==> config.mk <==
export PLATFORM = sky130hd
export DESIGN_NAME = rsf_top
export DESIGN_NICKNAME = d
export VERILOG_FILES = /design/src/rtl/rsf_pkg.sv /design/src/rtl/rsf_sync.sv /design/src/rtl/rsf_top.sv
export SDC_FILE = /design/constraint.sdc
export NUM_CORES = 1
export LEC_CHECK = 0
export ABC_AREA = 1
export BUFFER_PORTS_ARGS = -buffer_cell sky130_fd_sc_hd__buf_4
export CAP_MARGIN = 20
export CORE_MARGIN = 10
export CORE_UTILIZATION = 39
export CTS_CLUSTER_SIZE = 25
export DETAILED_ROUTE_END_ITERATION = 16
export PLACE_DENSITY = 0.75
export SLEW_MARGIN = 30
export SYNTH_ARGS = -nofsm -noshare
export SYNTH_HDL_FRONTEND = slang
export SYNTH_HIERARCHICAL = 1
export SYNTH_SLANG_ARGS = --single-unit
==> constraint.sdc <==
create_clock -name clk_in -period 1.33 [get_ports clk_in]
set_clock_uncertainty 0.15 [all_clocks]
set_input_delay 0.133 -clock clk_in [delete_from_list [all_inputs] [get_ports clk_in]]
set_output_delay 0.133 -clock clk_in [all_outputs]
set_load 0.005 [all_outputs]
==> src/rtl/rsf_pkg.sv <==
/*
 reset source flag package: register address, bit positions, reset values, pin count.
 assumes a byte-wide read port with address and strobe, one 100 MHz clock.
*/
package rsf_pkg;
   localparam logic [31:0] RSF_CAUSE_ADDR = 32'h4002_0440;
   localparam int RSF_BIT_SYS = 7;
   localparam int RSF_BIT_WDT = 4;
   localparam int RSF_BIT_PAR = 2;
   localparam int RSF_BIT_ILL = 1;
   localparam int RSF_BIT_VDT = 0;
   localparam logic [7:0] RSF_FLAGS_RST = 8'h00;
   localparam logic [7:0] RSF_LIVE_MASK = 8'h97;
   localparam logic RSF_PARDIS_RST = 1'b0;
   localparam int RSF_PIN_NUM = 4;

   typedef struct packed {
      logic sys;
      logic wdt;
      logic par;
      logic ill;
      logic vdt;
   } rsf_req_t;

   typedef enum logic [1:0] {
      RSF_PWR_DOWN,
      RSF_PWR_UP
   } rsf_pwr_t;
endpackage

==> src/rtl/rsf_sync.sv <==
/*
 two flip-flop synchroniser for a bus of levels.
 assumes inputs come from pins or analog comparators, asynchronous to clk_in.
*/
`timescale 1ns/1ps
module rsf_sync #(
   parameter int W = 1,
   parameter logic [W-1:0] INIT = '0
) (
   input wire logic clk_in,
   input wire logic rstn_in,
   input wire logic [W-1:0] d_in,
   output logic [W-1:0] q_out
);
   logic [W-1:0] meta_r;

   always_ff @(posedge clk_in or negedge rstn_in) begin
      if (!rstn_in) begin
         meta_r <= INIT;
         q_out <= INIT;
      end else begin
         meta_r <= d_in;
         q_out <= meta_r;
      end
   end
endmodule

==> src/rtl/rsf_top.sv <==
/*
 reset source flag register, power-on reset hold, parity-disable control and
 pin state during reset.
 assumes: rstn_in is the block's own async reset (always-on domain);
 the reset-source blocks raise one-cycle requests on clk_in; pins arrive raw.
*/
`timescale 1ns/1ps

// Operation
// cause register readable by byte access
// external, power-on reset or read clear flags
// bit 7 set on software reset request
// bit 4 set on watchdog reset
// bit 2 set on ram parity reset
// bit 1 set on illegal access reset
// bit 0 set on voltage detect reset
// internal reset sets own flag, keeps others
// power-on reset forces register to zero
// assert at power-up, release on supply rise
// hold reset while supply below drop threshold
// any reset clears parity reset disable
// four pins float on ext/por, else pulled high
// software reads once and keeps copy
// bits 6, 5, 3 read zero, ignore writes
// read returns old value then clears
module rsf_top import rsf_pkg::*; (
   input wire logic clk_in,
   input wire logic rstn_in,
   input wire logic external_reset_pin_n_in,
   input wire logic supply_rise_ok_in,
   input wire logic supply_drop_low_in,
   input wire rsf_req_t req_in,
   input wire logic [31:0] addr_in,
   input wire logic rd_in,
   input wire logic wr_in,
   input wire logic [7:0] wdata_in,
   input wire logic pardis_wr_in,
   input wire logic pardis_in,
   output logic [7:0] rdata_out,
   output logic rvalid_out,
   output logic internal_reset_out,
   output logic parity_reset_disable_out,
   output logic [RSF_PIN_NUM-1:0] pin_oe_out,
   output logic [RSF_PIN_NUM-1:0] pin_pullup_out
);
   logic ext_n_s;
   logic rise_s;
   logic drop_s;
   rsf_pwr_t pwr_r;
   logic por_active;
   logic ext_active;
   logic cold_reset;
   logic any_int_req;
   logic rd_hit;
   logic [7:0] flags_r;
   logic [7:0] flags_nxt;
   logic [7:0] set_vec;

   rsf_sync #(.W(3), .INIT(3'h1)) u_sync (
      .clk_in(clk_in),
      .rstn_in(rstn_in),
      .d_in({external_reset_pin_n_in, supply_rise_ok_in, supply_drop_low_in}),
      .q_out({ext_n_s, rise_s, drop_s})
   );

   // R11: power-on hold state
   always_ff @(posedge clk_in or negedge rstn_in) begin
      if (!rstn_in) begin
         pwr_r <= RSF_PWR_DOWN;
      end else begin
         case (pwr_r)
            RSF_PWR_DOWN: if (rise_s && !drop_s) pwr_r <= RSF_PWR_UP;
            RSF_PWR_UP: if (drop_s) pwr_r <= RSF_PWR_DOWN;
            default: pwr_r <= RSF_PWR_DOWN;
         endcase
      end
   end

   assign por_active = (pwr_r == RSF_PWR_DOWN);
   assign ext_active = !ext_n_s;
   assign cold_reset = por_active || ext_active;
   assign any_int_req = |req_in;
   // byte read decode at the printed address
   assign rd_hit = rd_in && (addr_in == RSF_CAUSE_ADDR);

   // R4: R5: R6: R7: per-source set bits
   assign set_vec = {req_in.sys, 2'b00, req_in.wdt, 1'b0, req_in.par, req_in.ill, req_in.vdt};
   // R16: read clears, a same-cycle request still sets; R15: dead bits masked
   assign flags_nxt = ((rd_hit ? RSF_FLAGS_RST : flags_r) | set_vec) & RSF_LIVE_MASK;

   // R9: cold resets zero the flags
   always_ff @(posedge clk_in or negedge rstn_in) begin
      if (!rstn_in) begin
         flags_r <= RSF_FLAGS_RST;
      end else if (cold_reset) begin
         flags_r <= RSF_FLAGS_RST;
      end else begin
         flags_r <= flags_nxt;
      end
   end

   // data captured from pre-clear value
   always_ff @(posedge clk_in or negedge rstn_in) begin
      if (!rstn_in) begin
         rdata_out <= 8'h00;
         rvalid_out <= 1'b0;
      end else begin
         rvalid_out <= rd_hit;
         rdata_out <= rd_hit ? flags_r : 8'h00;
      end
   end

   // internal reset: cold reset level, or one cycle per request
   always_ff @(posedge clk_in or negedge rstn_in) begin
      if (!rstn_in) begin
         internal_reset_out <= 1'b1;
      end else begin
         internal_reset_out <= cold_reset || any_int_req;
      end
   end

   // any reset clears parity disable
   always_ff @(posedge clk_in or negedge rstn_in) begin
      if (!rstn_in) begin
         parity_reset_disable_out <= RSF_PARDIS_RST;
      end else if (cold_reset || any_int_req) begin
         parity_reset_disable_out <= RSF_PARDIS_RST;
      end else if (pardis_wr_in) begin
         parity_reset_disable_out <= pardis_in;
      end
   end

   // float on cold reset, pull-up otherwise
   always_ff @(posedge clk_in or negedge rstn_in) begin
      if (!rstn_in) begin
         pin_oe_out <= '0;
         pin_pullup_out <= '0;
      end else begin
         pin_oe_out <= '0;
         pin_pullup_out <= {RSF_PIN_NUM{!cold_reset}};
      end
   end
endmodule

==> results.toml, run 1 <==
[global_routing]
antenna_found_initial = 0
overflow = 0
gr-usage-all-layers_pct = 9.89
grt_first_pass_wirelength_um = 4020
grt_pass1_vias = 912
grt_max_degree = 22

[layout]
multi_input_area_um2 = 263
area.sequential_um2 = 529
fillers = 187
antenna_cells = 0
drive_gt1_share_pct = 37.8
nNetsFinal = 235
area_growth_pct = 54.9

[route]
via_per_inst = 3.98
postRouteAntennaNets = 0
drc = 0
firstDrtPassIters = 2
totalWireLength_um = 2360
vias = 827
drtIter0Drc = 25
wl_per_cell_um = 11.3

[sta]
period_needed_ns = 1.21
timing.fmax_ghz = 0.825
finalHoldViolations = 0
finalSetupTns_ns = 0
rsz0062_at_grt = "false"
finalSetupViolations = 0
worst_slack_ns = 0.117
slew_viol_final = 0
fin_crit_sh_pct = 91.2

[power_and_ir_drop]
combPwrFrac_pct = 17.1
p_switching_mw = 0.257
sw_frac_of_total_pct = 22.2
vdd_ir_drop_max_mv = 0.881
leakagePower_nw = 0.850
pwr-share-seq_pct = 57.7
power.density_nw_per_um2 = 775
clockPowerShare_pct = 25.2
power.internal_mw = 0.900

[logic_synthesis]
syn_area_per_cell_um2 = 8.46
yosysSeqAreaShare_pct = 54.9
synthTopCellsByArea = "dfrtp_1 47%, inv_1 11%, dfstp_2 8.2%"
yosysTopAreaCell = "dfrtp_1"
synthCells = 114
synth_top_cell_area_share_pct = 46.7
ys_ff_latch = 21
synthDistinctLibCells = 17
syn_area_um2 = 965
ys_warn_count = 6

[clocking]
clock_sinks = 21
cts_buffer_depth = 2
cts_inserted_buffers = 3
cts.repair.resized = 0
cts_tree = "yes"
hold_buffers = 11
root_buffer = "clkbuf_4"
cts_setup_buffers = 0
cts-htree-levels = 1
clk_pin_slew_worst_paths_ns = 0.11
clock_latency_ns = 0.29

[placement]
hpwl_um = 2000
dp_slack_ns = -0.00576
gp_congestion = 0.736
place.port_buffers = 56

[hold_path]
hp-class = "input pin to asynchronous set/reset pin"

[worst_setup_path]
cp-start-kind = "input pin"
worst_r2r_path_depth = 4
crit_fanout = 2
cp-end-kind = "register"
regToRegSetupSlack_ns = 0.28
worstReg2RegEnd = "parity_reset_disable_out"
rr_startpoint = "pwr_r[0]"
critPathRequiredTime_ns = 1.42
cp_data_arrival_time_ns = 1.30
critPathKind = "input pin to register"

[floorplan]
core_um2 = 2280
io_pins = 73
die-area_um2 = 4860
initial_core_util_pct = 42.4
die_y_um = 69.7
rows = 17
fp.dieW_um = 69.7

[status]
outcome = "complete, no violations"

[job]
max_cap_viol_count = 0
per-stage QoR:
| stage | power, mW | hold slack, ns | utilization [%] | cell area (µm²) | instances |
|---|---|---|---|---|---|
| 6_report | 1.16 | 0.112 | 65.6 | 1490 | 208 |
| 5_1_grt | 1.23 | 0.142 | 65.6 | 1490 | 208 |
| 4_1_cts | 1.17 | 0.0830 | 65.6 | 1490 | 208 |
| 3_5_place_dp | 0.853 | -0.125 | 59.6 | 1360 | 193 |
| 3_3_place_gp | 0.847 | -0.131 | 59.6 | 1360 | 193 |
| 2_1_floorplan | 0.746 | -0.313 | - | 987 | 120 |
state kept, by name, indices dropped and copies added, names as in the netlist:
name	flops
pwr_r	1
u_sync/q_out	3
pin_pullup_out	1
rvalid_out	1
u_sync/meta_r	3
flags_r	5
rdata_out	5
parity_reset_disable_out	1
internal_reset_out	1
routing by layer:
metal	GRT usage (%)	share of wire [%]	wire length (µm)	up-vias
met4	1.96	0.55	13	0
met2	19.3	59	1390	21
li1	-	-	-	440
met5	0	0	0	-
met3	3.85	5.3	124	5
met1	9.48	35	827	361
worst max-delay path by stage:
stage | start | end | slack, ns | cells past startpoint
global placement | addr_in[26] | flags_r[7] | 0.02 | 9
finish | req_in[1] | parity_reset_disable_out | 0.12 | 5
global route | req_in[1] | parity_reset_disable_out | 0.08 | 5
CTS | internal_reset_out | internal_reset_out | 0.11 | 1
detailed placement | addr_in[25] | flags_r[7] | -0.006 | 8
floorplan | addr_in[7] | flags_r[0] | 0.27 | 6
logic make-up (layout without fill, tap and decap cells):
logic type      Yosys count  count (layout)  share of synthesized area, %
mux                       1               1                          1.04
flops                    21              21                          54.9
compound gates            5               5                          2.59
simple gates             46              46                          20.9
other cells               1               7                         0.389
buf+inv                  40             100                          20.2
power groups by stage:
stage,Clock (mW),Combinational (mW),Sequential (mW)
CTS,0.305,0.199,0.669
detailed placement,0,0.173,0.681
global route,0.335,0.223,0.672
finish,0.292,0.198,0.668
floorplan,0,0.0671,0.679
global placement,0,0.167,0.680
cells in the final DEF (no fill, tap or decap):
master,n
a21oi_1,5
inv_1,29
dfstp_2,3
mux2i_1,1
clkbuf_4,3
nor3_1,1
nand3b_1,1
nand2_1,16
conb_1,7
and2_1,1
buf_4,56
nand3_2,1
dlygate4sd3_1,11
nand4_1,1
clkinv_2,1
nand2_2,4
or2_1,1
nor2_1,20
dfrtp_1,18
synthesized netlist by cell type:
cell and n:
nor2_1 20, nand3_2 1, buf_4 10, conb_1 1
a21oi_1 5, dfrtp_1 18, or2_1 1, nand4_1 1
nand2_2 4, buf_6 1, and2_1 1, nand2_1 16
nand3b_1 1, nor3_1 1, dfstp_2 3, mux2i_1 1
inv_1 29
area by class of cell:
class,instances,area share [%]
timing repair buffer,67,35.5
inverter,29,7.29
tap,28,2.35
sequential,21,35.4
clock buffer,3,1.51
clock inverter,1,0.335
multi-input combinational,59,17.6
worst max-delay path, cell delays in order:
cell and delay [ns]:
dlygate4sd3_1 0.54, buf_4 0.14, nor3_1 0.24, nand4_1 0.15, nor2_1 0.10
Power figures use the tool's default switching activity.
==> run 2: changes to the inputs <==
--- a/config.mk
+++ b/config.mk
@@ -16,5 +16,4 @@
 export SLEW_MARGIN = 30
 export SYNTH_ARGS = -nofsm -noshare
 export SYNTH_HDL_FRONTEND = slang
-export SYNTH_HIERARCHICAL = 1
 export SYNTH_SLANG_ARGS = --single-unit
==> run 2 against run 1 <==
Effect of this change:
- sequential share of layout area stayed put
- maximum frequency is 2.7% lower
- cell area unchanged
- setup slack worse by 0.034 ns
- largest cell class unchanged
- largest power group unchanged
==> results.toml, run 2 <==
[clocking]
cts-htree-levels = 1
cts_tree = "yes"
cts_inserted_buffers = 3
clock_sinks = 21
root_buffer = "clkbuf_4"
hold_buffers = 11
clock_latency_ns = 0.29
cts_setup_buffers = 0
clk_pin_slew_worst_paths_ns = 0.11
cts_buffer_depth = 2
cts.repair.resized = 0

[worst_setup_path]
cp-end-kind = "register"
crit_fanout = 2
cp-start-kind = "input pin"
critPathKind = "input pin to register"
cp_data_arrival_time_ns = 1.34
critPathRequiredTime_ns = 1.42

[layout]
nNetsFinal = 235
layout_common_cells = "56 x buf_4, 29 x inv_1, 20 x nor2_1"
finalNonFillerCells = 208
antenna_cells = 0
layout_commonest_cell = "buf_4"
drive_gt1_share_pct = 37.8
area_growth_pct = 54.9
largestRegisters = "flags_r: 5 flops, rdata_out: 5 flops"

[route]
postRouteAntennaNets = 0
drtIter0Drc = 6
drc = 0
wl_per_cell_um = 11.3
totalWireLength_um = 2360
via_per_inst = 3.95
vias = 821
firstDrtPassIters = 2

[sta]
fin_crit_sh_pct = 93.7
finalSetupTns_ns = 0
timing.fmax_ghz = 0.802
slew_viol_final = 0
finalHoldViolations = 0
finalSetupViolations = 0
rsz0062_at_grt = "false"
hold_ws_ns = 0.0926
period_needed_ns = 1.25

[floorplan]
core_um2 = 2280
io_pins = 73
rows = 17
fp.dieW_um = 69.7
initial_core_util_pct = 42.4
die_y_um = 69.7
die-area_um2 = 4860

[logic_synthesis]
yosys.cell_count.top_type = "inv_1"
ys_warn_count = 0
async_flop_share_pct = 100
syn_area_per_cell_um2 = 8.46
synth_top_cell_area_share_pct = 46.7
yosysSeqAreaShare_pct = 54.9
syn_area_um2 = 965
synthCells = 114
synthTopCellsByArea = "dfrtp_1 47%, inv_1 11%, dfstp_2 8.2%"
yosysTopAreaCell = "dfrtp_1"
synthDistinctLibCells = 17
ys_ff_latch = 21
synth_commonest_cells = "29 x inv_1, 20 x nor2_1, 18 x dfrtp_1"
synth-edff-count = 0
dominantRegCellSynth = "dfrtp_1"

[global_routing]
overflow = 0
grt_pass1_vias = 903
grt_max_degree = 22
antenna_found_initial = 0
grt_first_pass_wirelength_um = 3950
gr-usage-all-layers_pct = 9.77

[job]
max_cap_viol_count = 0

[hold_path]
hp-class = "input pin to asynchronous set/reset pin"

[placement]
hpwl_um = 1990
gp_congestion = 0.741
dp.cells = 193
place.port_buffers = 56

[status]
outcome = "complete, no violations"

[power_and_ir_drop]
leakagePower_nw = 0.850
power.density_nw_per_um2 = 777
vdd_ir_drop_max_mv = 0.709
==> run 2: cell counts after synthesis <==
No cell type changed its count.
==> run 2: layout make-up <==
| type | count | area, µm² |
|---|---|---|
| fillers | 202 | 782 |
| clock inverters | 1 | 5.00 |
| flip-flops and latches | 21 | 529 |
| multi-input cells | 59 | 263 |
| repair buffers | 67 | 531 |
| well taps | 28 | 35.0 |
| inverters | 29 | 109 |
| clock buffers | 3 | 22.5 |
==> run 2: final timing paths <==
check	slack, ns	from	end	cells past startpoint
max	0.08	req_in[1]	parity_reset_disable_out	5
max reg2reg	0.28	pwr_r[0]	parity_reset_disable_out	4
min in group clk_in	0.15	addr_in[9]	rdata_out[0]	5
min	0.09	rstn_in	rdata_out[2]	2
min reg2reg	0.21	u_sync.meta_r[2]	u_sync.q_out[2]	0
max in group asynchronous	0.66	rstn_in	u_sync.q_out[0]	2
==> run 2: per-stage QoR <==
step	area [µm²]	utilization [%]	power (mW)	setup WS [ns]
5_1_grt	1490	65.6	1.24	0.0513
4_1_cts	1490	65.6	1.17	0.0868
2_1_floorplan	987	-	0.746	0.272
6_report	1490	65.6	1.16	0.0835
3_3_place_gp	1360	59.6	0.847	0.0264
3_5_place_dp	1360	59.6	0.853	0.000204
==> run 2: report_power, final <==
group	total (mW)	switching, mW	internal, mW
logic	0.197	0.0682	0.129
registers	0.668	0.00872	0.660
clock network	0.296	0.184	0.112
total	1.16	0.261	0.901
==> run 2: worst max-delay path, stage by stage <==
cell,delay (ns)
dlygate4sd3_1,0.54
buf_4,0.14
nor3_1,0.26
nand4_1,0.17
nor2_1,0.11
==> run 2: metal layers <==
metal,global-route usage (%),routed length (µm)
met5,0,0
met4,2.61,8
met3,3.14,102
met2,19.1,1410
met1,9.46,843
==> run 2: cells by family after synthesis <==
group	after synthesis	synth area share [%]
other	1	0.389
AOI/OAI and AO/OA	5	2.59
buffers and inverters	40	20.2
DFF	21	54.9
muxes	1	1.04
and+or+nand+nor	46	20.9
==> run 3: changes to the inputs <==
--- a/config.mk
+++ b/config.mk
@@ -12,6 +12,7 @@
 export CORE_UTILIZATION = 39
 export CTS_CLUSTER_SIZE = 25
 export DETAILED_ROUTE_END_ITERATION = 16
+export MAX_ROUTING_LAYER = met4
 export PLACE_DENSITY = 0.75
 export SLEW_MARGIN = 30
 export SYNTH_ARGS = -nofsm -noshare
==> run 3 against run 2 <==
Effect of this change:
- power up 0.20%
- via count up 0.12%
- critical path type unchanged
- largest power group unchanged
- sequential cell count unchanged
==> results.toml, run 3 (synthesized netlist as in run 2, its figures left out) <==
[power_and_ir_drop]
power_mw = 1.16
power.internal_mw = 0.901
sw_frac_of_total_pct = 22.6
vdd_ir_drop_max_mv = 0.708
p_switching_mw = 0.263
combPwrFrac_pct = 16.9
leakagePower_nw = 0.850
clockPowerShare_pct = 25.6
power.density_nw_per_um2 = 779
pwr-share-seq_pct = 57.4

[clocking]
hold_buffers = 11
cts_inserted_buffers = 3
clock_latency_ns = 0.30
cts_tree = "yes"
root_buffer = "clkbuf_4"
clk_pin_slew_worst_paths_ns = 0.11
cts.repair.resized = 0
cts_buffer_depth = 2
clock_sinks = 21
cts-htree-levels = 1
cts_setup_buffers = 0

[worst_setup_path]
worst_r2r_path_depth = 4
cp-start-kind = "input pin"
rr_startpoint = "pwr_r[0]"
regToRegSetupSlack_ns = 0.27
startpoint = "req_in[1]"
cp_data_arrival_time_ns = 1.34
cp-end-kind = "register"
critPathKind = "input pin to register"
crit_fanout = 2
worstPathCellList = "dlygate4sd3_1, buf_4, nor3_1, nand4_1, nor2_1"
slowest_stage = "dlygate4sd3_1"
worstReg2RegEnd = "parity_reset_disable_out"
critPathRequiredTime_ns = 1.43
cp-endpoint = "parity_reset_disable_out"
slowest_delay_ns = 0.54

[floorplan]
die_y_um = 69.7
core_um2 = 2280
io_pins = 73
rows = 17
die-area_um2 = 4860
initial_core_util_pct = 42.4
fp.dieW_um = 69.7

[route]
postRouteAntennaNets = 0
wl_per_cell_um = 11.4
drtIter0Drc = 7
drc = 0
vias = 822
totalWireLength_um = 2360
firstDrtPassIters = 2
via_per_inst = 3.95

[layout]
layout_commonest_cell = "buf_4"
nNetsFinal = 235
final_core_util_pct = 65.6
area_growth_pct = 54.9
drive_gt1_share_pct = 37.8
largestRegisters = "flags_r: 5 flops, rdata_out: 5 flops"
layout_common_cells = "56 x buf_4, 29 x inv_1, 20 x nor2_1"
antenna_cells = 0
final_area_um2 = 1490

[placement]
dpl_cell_area_um2 = 1360
place.port_buffers = 56
gp_congestion = 0.750
hpwl_um = 1990

[global_routing]
grt_first_pass_wirelength_um = 3960
antenna_found_initial = 0
grt_max_degree = 22
overflow = 0
gr-usage-all-layers_pct = 10.0
grt_pass1_vias = 906

[hold_path]
hp-class = "input pin to asynchronous set/reset pin"

[sta]
timing.fmax_ghz = 0.803
period_needed_ns = 1.25
finalSetupViolations = 0
finalHoldViolations = 0
hold_ws_ns = 0.0894
slew_viol_final = 0
fin_crit_sh_pct = 93.7
finalSetupTns_ns = 0
rsz0062_at_grt = "false"

[status]
outcome = "complete, no violations"

[job]
max_cap_viol_count = 0
-- run 3: cell counts in the layout (fill, tap and decap cells not counted) --
No cell type changed its count.
-- run 3: power groups by stage --
stage	sequential (mW)	clock (mW)	combinational [mW]
floorplan	0.679	0	0.0671
global placement	0.680	0	0.167
detailed placement	0.681	0	0.172
CTS	0.669	0.305	0.198
global route	0.672	0.344	0.221
finish	0.668	0.298	0.197
-- run 3: cell type report --
class                   instances  area (µm²)
well taps                      28        35.0
fillers                       202         782
flip-flops and latches         21         529
inverters                      29         109
repair buffers                 67         531
clock buffers                   3        22.5
multi-input cells              59         263
clock inverters                 1        5.00
-- run 3: worst min-delay path by stage --
stage	end	start	slack, ns	cells after the start
final	rdata_out[2]	rstn_in	0.09	2
after global routing	rdata_out[4]	rstn_in	0.10	2
after CTS	pin_pullup_out[0]	rstn_in	0.1	2
after detailed placement	pin_pullup_out[0]	rstn_in	-0.13	1
after global placement	parity_reset_disable_out	rstn_in	-0.13	1
after floorplan	flags_r[0]	rstn_in	-0.31	0
-- run 3: layer usage --
metal  up-vias  wire length, µm  part of all wire [%]  global-route usage, %
li1        441                -                     -                      -
met1       355              849                    36                   9.46
met2        22             1390                    59                   19.1
met3         4              102                   4.3                   3.14
met4         0               20                  0.85                   2.61
met5         -                0                     0                      -
-- run 3: per-stage QoR --
step                      instances  setup WS, ns
after floorplan                 120         0.272
after global placement          193        0.0264
after detailed placement        193      0.000204
after CTS                       208        0.0868
after global routing            208        0.0513
final                           208        0.0841
-- run 3: worst max-delay path: cells and delay by family --
family                 cells  cell delay [ns]
buffers and inverters      2             0.68
AND/OR/NAND/NOR            3             0.54
